## config.mk

```make
export PLATFORM = sky130hd
export DESIGN_NAME = wss_wiper_unit
export DESIGN_NICKNAME = d
export VERILOG_FILES = /design/src/logic/wss_wiper_unit.v /design/src/logic/wss_channel.v
export VERILOG_INCLUDE_DIRS = /design/src /design/src/logic
export SDC_FILE = /design/constraint.sdc
export NUM_CORES = 2
export LEC_CHECK = 0
export BUFFER_PORTS_ARGS = -buffer_cell sky130_fd_sc_hd__buf_2
export CAP_MARGIN = 10
export CORE_AREA = 2 2 473 475
export DETAILED_ROUTE_END_ITERATION = 10
export DIE_AREA = 0 0 475 477
export GPL_ROUTABILITY_DRIVEN = 0
export SETUP_SLACK_MARGIN = 0.4
export SYNTH_ARGS = -nofsm -noshare
export SYNTH_HDL_FRONTEND = slang
export SYNTH_SLANG_ARGS = --single-unit
```

## constraint.sdc

```tcl
create_clock -name core_clk -period 46.8 [get_ports core_clk]
set_input_delay 2.34 -clock core_clk [delete_from_list [all_inputs] [get_ports core_clk]]
set_output_delay 2.34 -clock core_clk [all_outputs]
set_load 0.03 [all_outputs]
```

## src/logic/wss_regs.vh

```
// Constants for the wiper step and shift unit
`ifndef WSS_REGS_VH
`define WSS_REGS_VH
// Command codes on the shortcut command port
`define WSS_CMD_NOP 4'h0
`define WSS_CMD_DEC_6DB 4'h3
`define WSS_CMD_DEC_ALL_6DB 4'h4
`define WSS_CMD_DEC_STEP 4'h5
`define WSS_CMD_DEC_ALL_STEP 4'h6
`define WSS_CMD_INC_6DB 4'h8
`define WSS_CMD_INC_ALL_6DB 4'h9
`define WSS_CMD_INC_STEP 4'hA
`define WSS_CMD_INC_ALL_STEP 4'hB
// Wiper widths and reset codes
`define WSS_WIDE_BITS 9
`define WSS_NARROW_BITS 7
`define WSS_WIDE_RESET 9'h100
`define WSS_NARROW_RESET 7'h40
// Fixed high part of the serial slave address
`define WSS_SLAVE_ADDR_BASE 5'h0A
// Fixed high part of the user memory address
`define WSS_MEM_ADDR_BASE 5'h14
// Cycles the bus stays unacknowledged while a command runs
`define WSS_BUSY_CYCLES 2'h2
`endif

```

## src/logic/wss_wiper_unit.v

```verilog
// Three-channel wiper step and shift unit with address straps
//
// Contract
// - Step command raises or lowers one or all wipers by one.
// - Plus 6 dB shifts the wiper code one place left.
// - Minus 6 dB shifts the code right, dropping the low bit.
// - Shift commands have single and all-channel forms; all update together.
// - Left shift of zero loads code one.
// - Left shift at or above midscale loads full scale and stays.
// - Right shift truncates odd codes and settles at zero.
// - Two select pins set the user memory bus address.
// - Undriven write-protect counts as protected and blocks memory writes.
// - Two address select pins form part of the slave address.
// - Two 512-position channels and one 128-position channel, codes in range.
// - Code decodes one-hot to a tap; bottom switch always on.
// - Wide channels use nine-bit codes selecting one of 512 taps.
// - No acknowledge while a command runs; master polls until answered.
`timescale 1ns/1ns
`default_nettype none
module wss_wiper_unit (
  input wire core_clk,
  input wire reset,
  input wire commandValid,
  input wire [3:0] command,
  input wire [1:0] channelSel,
  input wire writeValid,
  input wire [1:0] writeChannel,
  input wire [8:0] writeCode,
  input wire user_mem_addr_sel_hi,
  input wire user_mem_addr_sel_lo,
  input wire bus_addr_sel_hi,
  input wire bus_addr_sel_lo,
  input wire writeProtectDriven,
  input wire writeProtectLevel,
  input wire memWriteRequest,
  output wire busy,
  output wire ackEnable,
  output reg [6:0] slaveAddress,
  output reg [6:0] userMemAddress,
  output reg memWriteAllowed,
  output wire [8:0] wiper0,
  output wire [8:0] wiper1,
  output wire [6:0] wiper2,
  output wire [511:0] tap0,
  output wire [511:0] tap1,
  output wire [127:0] tap2,
  output wire bottom_terminal_switch
);
`include "wss_regs.vh"
  reg [1:0] busyCount;
  reg [3:0] pinSync0;
  reg [3:0] pinSync1;
  reg [3:0] pinSync2;
  reg [3:0] pinStable;
  reg [1:0] wpSync0;
  reg [1:0] wpSync1;
  reg [1:0] wpSync2;
  reg [1:0] wpStable;
  wire isAll;
  wire take;
  wire [2:0] applyCh;
  wire [2:0] loadCh;

  ////////////////////////////////////////////////////////////////
  // Strap and write-protect pins pass three flops; a change counts
  // only once the second and third stages agree
  always @(posedge core_clk or posedge reset) begin
    if (reset) begin
      pinSync0 <= 4'h0;
      pinSync1 <= 4'h0;
      pinSync2 <= 4'h0;
      pinStable <= 4'h0;
      wpSync0 <= 2'h0;
      wpSync1 <= 2'h0;
      wpSync2 <= 2'h0;
      wpStable <= 2'h0;
    end else begin
      pinSync0 <= {user_mem_addr_sel_hi, user_mem_addr_sel_lo, bus_addr_sel_hi, bus_addr_sel_lo};
      pinSync1 <= pinSync0;
      pinSync2 <= pinSync1;
      if (pinSync1 == pinSync2)
        pinStable <= pinSync2;
      wpSync0 <= {writeProtectDriven, writeProtectLevel};
      wpSync1 <= wpSync0;
      wpSync2 <= wpSync1;
      if (wpSync1 == wpSync2)
        wpStable <= wpSync2;
    end
  end

  ////////////////////////////////////////////////////////////////
  // Addresses and write permission, all registered
  always @(posedge core_clk or posedge reset) begin
    if (reset) begin
      // Fixed bases show from reset on, straps read as zero until synced
      slaveAddress <= {`WSS_SLAVE_ADDR_BASE, 2'h0};
      userMemAddress <= {`WSS_MEM_ADDR_BASE, 2'h0};
      memWriteAllowed <= 1'b0;
    end else begin
      slaveAddress <= {`WSS_SLAVE_ADDR_BASE, pinStable[1:0]};
      userMemAddress <= {`WSS_MEM_ADDR_BASE, pinStable[3:2]};
      // floating means protected
      // Protection is active low; an undriven pin reads as protected
      memWriteAllowed <= memWriteRequest & wpStable[1] & wpStable[0];
    end
  end

  ////////////////////////////////////////////////////////////////
  // Busy window: commands arriving while busy are ignored
  // no ack while busy
  assign take = commandValid & (busyCount == 2'h0);
  assign busy = (busyCount != 2'h0);
  assign ackEnable = ~busy;
  always @(posedge core_clk or posedge reset) begin
    if (reset)
      busyCount <= 2'h0;
    else if (take && command != `WSS_CMD_NOP)
      busyCount <= `WSS_BUSY_CYCLES;
    else if (busyCount != 2'h0)
      busyCount <= busyCount - 2'h1;
  end

  assign isAll = (command == `WSS_CMD_DEC_ALL_6DB) | (command == `WSS_CMD_INC_ALL_6DB) |
                 (command == `WSS_CMD_DEC_ALL_STEP) | (command == `WSS_CMD_INC_ALL_STEP);
  // Channel 3 selects nothing, so single commands to it are dropped
  assign applyCh[0] = take & (isAll | (channelSel == 2'h0));
  assign applyCh[1] = take & (isAll | (channelSel == 2'h1));
  assign applyCh[2] = take & (isAll | (channelSel == 2'h2));
  // Direct writes lose to nothing; they only land while idle
  assign loadCh[0] = writeValid & ~busy & (writeChannel == 2'h0);
  assign loadCh[1] = writeValid & ~busy & (writeChannel == 2'h1);
  assign loadCh[2] = writeValid & ~busy & (writeChannel == 2'h2);

  ////////////////////////////////////////////////////////////////
  // two wide one narrow
  wss_channel #(.WIDTH(`WSS_WIDE_BITS), .RESET_CODE(`WSS_WIDE_RESET)) wideCh0 (
    .core_clk(core_clk),
    .reset(reset),
    .apply(applyCh[0]),
    .command(command),
    .load(loadCh[0]),
    .loadCode(writeCode),
    .wiperRegister(wiper0),
    .tapSwitch(tap0)
  );
  wss_channel #(.WIDTH(`WSS_WIDE_BITS), .RESET_CODE(`WSS_WIDE_RESET)) wideCh1 (
    .core_clk(core_clk),
    .reset(reset),
    .apply(applyCh[1]),
    .command(command),
    .load(loadCh[1]),
    .loadCode(writeCode),
    .wiperRegister(wiper1),
    .tapSwitch(tap1)
  );
  wss_channel #(.WIDTH(`WSS_NARROW_BITS), .RESET_CODE(`WSS_NARROW_RESET)) narrowCh2 (
    .core_clk(core_clk),
    .reset(reset),
    .apply(applyCh[2]),
    .command(command),
    .load(loadCh[2]),
    .loadCode(writeCode[6:0]),
    .wiperRegister(wiper2),
    .tapSwitch(tap2)
  );

  assign bottom_terminal_switch = 1'b1;
endmodule
`default_nettype wire

```

## src/logic/wss_channel.v

```verilog
// One wiper channel: register, step, shift and tap decode
`timescale 1ns/1ns
`default_nettype none
module wss_channel #(
  parameter integer WIDTH = 9,
  parameter [WIDTH-1:0] RESET_CODE = {WIDTH{1'b0}}
) (
  input wire core_clk,
  input wire reset,
  input wire apply,
  input wire [3:0] command,
  input wire load,
  input wire [WIDTH-1:0] loadCode,
  output reg [WIDTH-1:0] wiperRegister,
  output reg [(1<<WIDTH)-1:0] tapSwitch
);
`include "wss_regs.vh"
  localparam [WIDTH-1:0] FULL = {WIDTH{1'b1}};
  localparam [WIDTH-1:0] ONE = {{(WIDTH-1){1'b0}}, 1'b1};
  reg [WIDTH-1:0] next_wiperRegister;

  ////////////////////////////////////////////////////////////////
  // Next wiper code; every arithmetic path saturates in range
  always @* begin
    next_wiperRegister = wiperRegister;
    if (load) begin
      next_wiperRegister = loadCode;
    end else if (apply) begin
      case (command)
        `WSS_CMD_INC_STEP, `WSS_CMD_INC_ALL_STEP: begin
          if (wiperRegister != FULL)
            next_wiperRegister = wiperRegister + ONE;
        end
        `WSS_CMD_DEC_STEP, `WSS_CMD_DEC_ALL_STEP: begin
          if (wiperRegister != {WIDTH{1'b0}})
            next_wiperRegister = wiperRegister - ONE;
        end
        `WSS_CMD_INC_6DB, `WSS_CMD_INC_ALL_6DB: begin
          if (wiperRegister == {WIDTH{1'b0}})
            next_wiperRegister = ONE;
          else if (wiperRegister[WIDTH-1])
            next_wiperRegister = FULL;
          else
            next_wiperRegister = {wiperRegister[WIDTH-2:0], 1'b0};
        end
        `WSS_CMD_DEC_6DB, `WSS_CMD_DEC_ALL_6DB: begin
          next_wiperRegister = {1'b0, wiperRegister[WIDTH-1:1]};
        end
        default: begin
          next_wiperRegister = wiperRegister;
        end
      endcase
    end
  end

  always @(posedge core_clk or posedge reset) begin
    if (reset) begin
      wiperRegister <= RESET_CODE;
      // Tap follows the reset code so the decode is never out of step
      tapSwitch <= {{((1<<WIDTH)-1){1'b0}}, 1'b1} << RESET_CODE;
    end else begin
      wiperRegister <= next_wiperRegister;
      tapSwitch <= {{((1<<WIDTH)-1){1'b0}}, 1'b1} << next_wiperRegister;
    end
  end
endmodule
`default_nettype wire

```

Yosys cells after proc, flatten, opt, wreduce, memory -nomap -nowiden
Cells that the tools add are included.
W data, S select, Z words.
{"block": "word_totals", "inputBits": 28, "n_memories": 0, "latchBits": 0, "wordCells": 102, "mem_bits_ro": 0, "out_inout_bits": 1195, "ram_bits": 0, "regBits": 1208}
{"block": "classes", "mul": 0, "div_mod_pow": 0, "magnitude_cmp": 0, "n_bitwise": 17, "n_mux": 23, "n_addsub": 7, "n_reduce_logical": 17, "shifts": 3, "eq_ne": 17}
{"operator": "$shl A1 B9 Y512 const A", "count": 2}
{"operator": "$shl A1 B7 Y128 const A", "count": 1}
{"operator": "$mux W9", "count": 12}
{"operator": "$pmux W9 S4", "count": 2}
{"operator": "$mux W7", "count": 6}
{"operator": "$pmux W7 S4", "count": 1}
{"operator": "$add A9 B1 Y9 const B", "count": 2}
{"operator": "$logic_not A9 Y1", "count": 2}
{"operator": "$ne A9 B9 Y1 const B", "count": 2}
{"operator": "$reduce_bool A9 Y1", "count": 2}
{"operator": "$sub A9 B1 Y9 const B", "count": 2}
{"operator": "$eq A4 B4 Y1 const B", "count": 4}
{"operator": "$eq A4 B3 Y1 const B", "count": 3}
{"operator": "$and A1 B1 Y1", "count": 10}
{"operator": "$reduce_or A2 Y1", "count": 4}
{"operator": "$add A7 B1 Y7 const B", "count": 1}
{"operator": "$logic_not A7 Y1", "count": 1}
{"operator": "$ne A7 B7 Y1 const B", "count": 1}
{"operator": "$reduce_bool A7 Y1", "count": 1}
{"operator": "$sub A7 B1 Y7 const B", "count": 1}
{"operator": "$logic_not A2 Y1", "count": 3}
{"operator": "$or A1 B1 Y1", "count": 6}
{"operator": "$eq A2 B1 Y1 const B", "count": 2}
{"operator": "$eq A2 B2 Y1 const B", "count": 2}
{"operator": "other kinds (9)", "count": 11}

Longest topological paths before layout
{"block": "depth", "depth_word": 9, "depth_mapped": 15, "ltp_nobuf": 10}

Cells and area by module
Synthesis repeated with hierarchy kept, for this count alone.
{"block": "unflattened", "cells_unflattened": 3347, "area_unflattened_um2": 40812.9}
{"mod": "wss_channel at wideCh0", "n_inst": 1, "area_each_um2": 17453.0, "cells_each": 1441, "seq_area_each_um2": 13040.0}
{"mod": "wss_channel at wideCh1", "n_inst": 1, "area_each_um2": 16806.1, "cells_each": 1354, "seq_area_each_um2": 13040.0}
{"mod": "wss_channel at narrowCh2", "n_inst": 1, "area_each_um2": 5376.4, "cells_each": 464, "seq_area_each_um2": 3380.7}
{"mod": "wss_wiper_unit", "n_inst": 1, "area_each_um2": 1177.4, "cells_each": 88, "seq_area_each_um2": 775.7}

Worst setup path after synthesis
Ideal clock, no wire load.
{"block": "synth_path", "path_kind": "input -> register", "startpoint": "input command[2]", "endpoint": "register wideCh1.tapSwitch[447]", "path_stages": 10, "path_slack_ps": 41940, "path_buffers": 3, "setup_ps": 70, "arrival_ps": 4790, "required_ps": 46730, "cell_sequence": "clkbuf_2 > or3b_1 > buf_2 > a21oi_1 > a221oi_2 > a311o_1 > a221oi_4 > nand4b_4 > buf_6 > nor2_2"}
{"block": "synth_via", "elab_chain_cells": 9, "elab_cells_between_ends": 21, "cone_classes": "eq/ne (8); shift (1); mux (3); bitwise (5); reduce/logical (4)"}
{"element": "start: declaration", "line": "wss_wiper_unit.v:24", "source": "input wire [3:0] command,"}
{"element": "$eq A4 B3 Y1 or $eq A4 B4 Y1 (tied branches)", "line": "wss_channel.v:29", "source": "case (command)"}
{"element": "$or A1 B1 Y1 (3 in a row)", "line": "wss_wiper_unit.v:123", "source": "assign isAll = (command == `WSS_CMD_DEC_ALL_6DB) | (command == `WSS_CMD_INC_ALL_6DB) |"}
{"element": "$or A1 B1 Y1", "line": "wss_wiper_unit.v:127", "source": "assign applyCh[1] = take & (isAll | (channelSel == 2'h1));"}
{"element": "$and A1 B1 Y1", "line": "wss_wiper_unit.v:127"}
{"element": "$mux W9 *", "line": "wss_channel.v:28", "source": "end else if (apply) begin"}
{"element": "$mux W9 *", "line": "wss_channel.v:26", "source": "if (load) begin"}
{"element": "$shl A1 B9 Y512 *", "line": "wss_channel.v:63", "source": "tapSwitch <= {{((1<<WIDTH)-1){1'b0}}, 1'b1} << next_wiperRegister;"}
{"element": "end signal: assignment", "line": "wss_channel.v:60", "source": "tapSwitch <= {{((1<<WIDTH)-1){1'b0}}, 1'b1} << RESET_CODE;"}
{"element": "end signal: assignment", "line": "wss_channel.v:63"}
{"element": "end: declaration", "line": "wss_channel.v:15", "source": "output reg [(1<<WIDTH)-1:0] tapSwitch"}
Mark *: on every way between the ends. The rest lies on a longest branch, timed or not.
A chain may end at the register's enable or synchronous reset.

==> impl_metrics.ini <==
[clock_network]
clk-insertion-delay-late_ns = 0.77
post_cts_resize_count = 0
numCtsBuffers = 133
clock_path_buffers = 3
clk_pin_slew_ns = 0.06
postCtsSetupBuffers = 0
cts.sinks = 1208
cts_root_buffer = clkbuf_16
h-tree-depth = 4
cts_hold_buf = 0
cts_tree = yes

[sta]
fmax_ghz = 0.1474
timing.setup.tns_ns = 0
skew_ns = 0.03061
setup_violations = 0
fin_crit_ns = 6.783
hold_violations = 0
worstMarginPinSlew_ns = 1.191
slew_headroom = 0.2061
fin_crit_sh = 0.1449
drv_slew = 0
grt_setup_unrepaired = false
holdWs_ns = 0.3512

[layout]
synthToLayoutAreaGrowth_pct = 33.15
num-nets-final = 4422
finalInstanceArea_um2 = 54370
drive_gt1_frac = 0.3683

[yosys]
netlist.area_leader.share = 0.7366
netlist_area_um2 = 40840
yosys_warnings = 0
synth-async-reset-ratio = 1.000
synth_seq_cells = 1208
synth-main-ff-cell = dfrtp_1
synth-edff-count = 0
yosysSeqAreaShare = 0.7404
syn_avg_cell_area_um2 = 12.56
syn_inst = 3250
yosys-top-cells-area = dfrtp_1 74%, nor2_1 9.3%, nor3_1 2.2%
synth.distinct_cells = 110
synth_top_cell_by_area = dfrtp_1

[floorplanning]
die_h_um = 477
die_x_um = 475
rows = 173
core_um2 = 221400
start_util = 0.1844
dieArea_um2 = 226600
io_pins = 1223

[route]
antenna_left = 0
wl_per_cell_um = 24.38
vias_per_cell = 4.040
drc = 0
drt_iter0_markers = 2309
vias = 30260
drt_wl_total_um = 182600
first_pass_iters = 5

[critical_path]
crit_chain = buf_2 -> inv_8 -> buf_4 -> buf_4 -> buf_4 -> buf_4 -> buf_4
crit_path_end_kind = asynchronous set/reset pin
cp.arrival_ns = 7.53
crit_slowest_cell = buf_4
worst-path-max-fanout = 110
r2r_start = busyCount[0]
crit_start = reset
slowest_delay_ns = 0.87
r2r_cells = 9
cpMostUsedCell = buf_4
crit_required_ns = 47.55
worstSetupStartpointType = input pin
critical_path_class = in -> async

[placement]
port_buffers = 1211
dpl.hpwl_um = 126500
placed_cell_area_um2 = 49880

[pwr]
power_density_nw_per_um2 = 55.01
p_leak_nw = 28.00
vdd_ir_drop_max_mv = 0.03348

[job]
maxCapViolCount = 0

[status]
outcome = completed

[worst_hold_path]
hp-start = pinSync0[0]
hp-class = reg -> reg
min_path_cells = 0

[global_routing]
grt_pass1_wl_um = 246700
grt_max_degree = 111
grt_remaining_overflow = 0
grt_pass1_vias = 30190
antenna_found_initial = 33
track_usage = 0.1563
==> power by group <==
part	switching [mW]	internal, mW
clock	0.457	0.612
combinational	0.641	0.135
sequential	0.0625	1.08
total	1.16	1.83
==> path summary, 6_finish.rpt <==
kind                                          end  slack, ns
setup reg to reg           wideCh1.tapSwitch[371]      41.55
hold / removal                        pinSync1[0]       0.35
max in group core_clk      wideCh1.tapSwitch[230]      40.76
setup / recovery           wideCh0.tapSwitch[122]      40.02
min in group asynchronous  wideCh0.tapSwitch[349]       1.75
hold reg to reg                       pinSync1[0]       0.35
==> cells in the mapped netlist (all sizes together), types with 12 or more instances <==
library cell,n
a21oi,43
buf,135
clkbuf,151
dfrtp,1202
inv,32
nand2,37
nand3,48
nand4,59
nand4b,16
nor2,1039
nor3,178
nor4,13
o21ai,37
or4,21
xnor2,12
==> metal layers <==
layer	global-route usage	vias to the layer above	wire length, µm
met1	0.1962	15420	73200
met5	0	-	85
li1	-	12820	-
met2	0.2507	1678	84630
met3	0.05061	318	18430
met4	0.05475	14	6221
==> flip-flops by register name, indices dropped and copies added, names as in the netlist <==
register,count
memWriteAllowed,1
pinStable,4
narrowCh2.wiperRegister,7
pinSync2,4
pinSync0,4
wpSync1,2
slaveAddress,2
pinSync1,4
wpSync0,2
wideCh1.wiperRegister,9
userMemAddress,2
wpStable,2
narrowCh2.tapSwitch,128
wideCh1.tapSwitch,512
wideCh0.wiperRegister,9
wideCh0.tapSwitch,512
wpSync2,2
busyCount,2
==> worst max-delay path: cells and delay by family <==
kind | cells | cell delay (ns)
buffers and inverters | 7 | 4.80
==> logic make-up (layout without fill, tap and decap cells) <==
family	after synthesis	count (layout)	synth area share
compound gates	198	198	0.03897
xor+xnor	15	15	0.003585
fa+ha+maj	8	8	0.002451
buf+inv	320	1555	0.03643
flops	1208	1208	0.7404
mux	11	11	0.003003
other cells	2	30	0.0001839
simple gates	1488	1488	0.1749
==> cells in the final DEF (no fill, tap or decap), types with 11 or more instances in the layout <==
| master | count |
|---|---|
| dfrtp_1 | 1202 |
| nand4_1 | 43 |
| clkbuf_8 | 22 |
| nor3_1 | 176 |
| nand3_4 | 17 |
| nor2_1 | 1007 |
| clkinv_2 | 16 |
| diode_2 | 19 |
| or4_2 | 12 |
| clkbuf_1 | 37 |
| xnor2_1 | 11 |
| clkbuf_16 | 134 |
| a31oi_1 | 11 |
| nor2_2 | 32 |
| nand2_1 | 35 |
| o21ai_0 | 32 |
| buf_2 | 1211 |
| nor4_1 | 11 |
| inv_1 | 23 |
| buf_4 | 67 |
| conb_1 | 11 |
| nand3_1 | 27 |
| nand4_4 | 12 |
| a21oi_1 | 40 |
==> final cells by class <==
class                      count  area, µm²
clock inverter                50      646.9
inverter                      34      135.1
antenna                       19      47.55
fill                       23340     167100
timing repair buffer        1278       6564
multi-input combinational   1731       9226
tap                         2975       3722
sequential                  1208      30240
clock buffer                 193       3795
==> per-stage QoR <==
| step | power (mW) | utilization | cells | worst slack, ns |
|---|---|---|---|---|
| global route | 3.119 | 0.2454 | 7474 | 39.19 |
| finish | 2.991 | 0.2455 | 7488 | 40.02 |
| CTS | 3.036 | 0.2453 | 7469 | 39.88 |
| global placement | 1.949 | 0.2253 | 7226 | 39.18 |
| floorplan | 1.606 | - | 3259 | 10.44 |
| detailed placement | 1.956 | 0.2253 | 7226 | 38.98 |
Note: power is estimated with default switching activity, not from simulation.
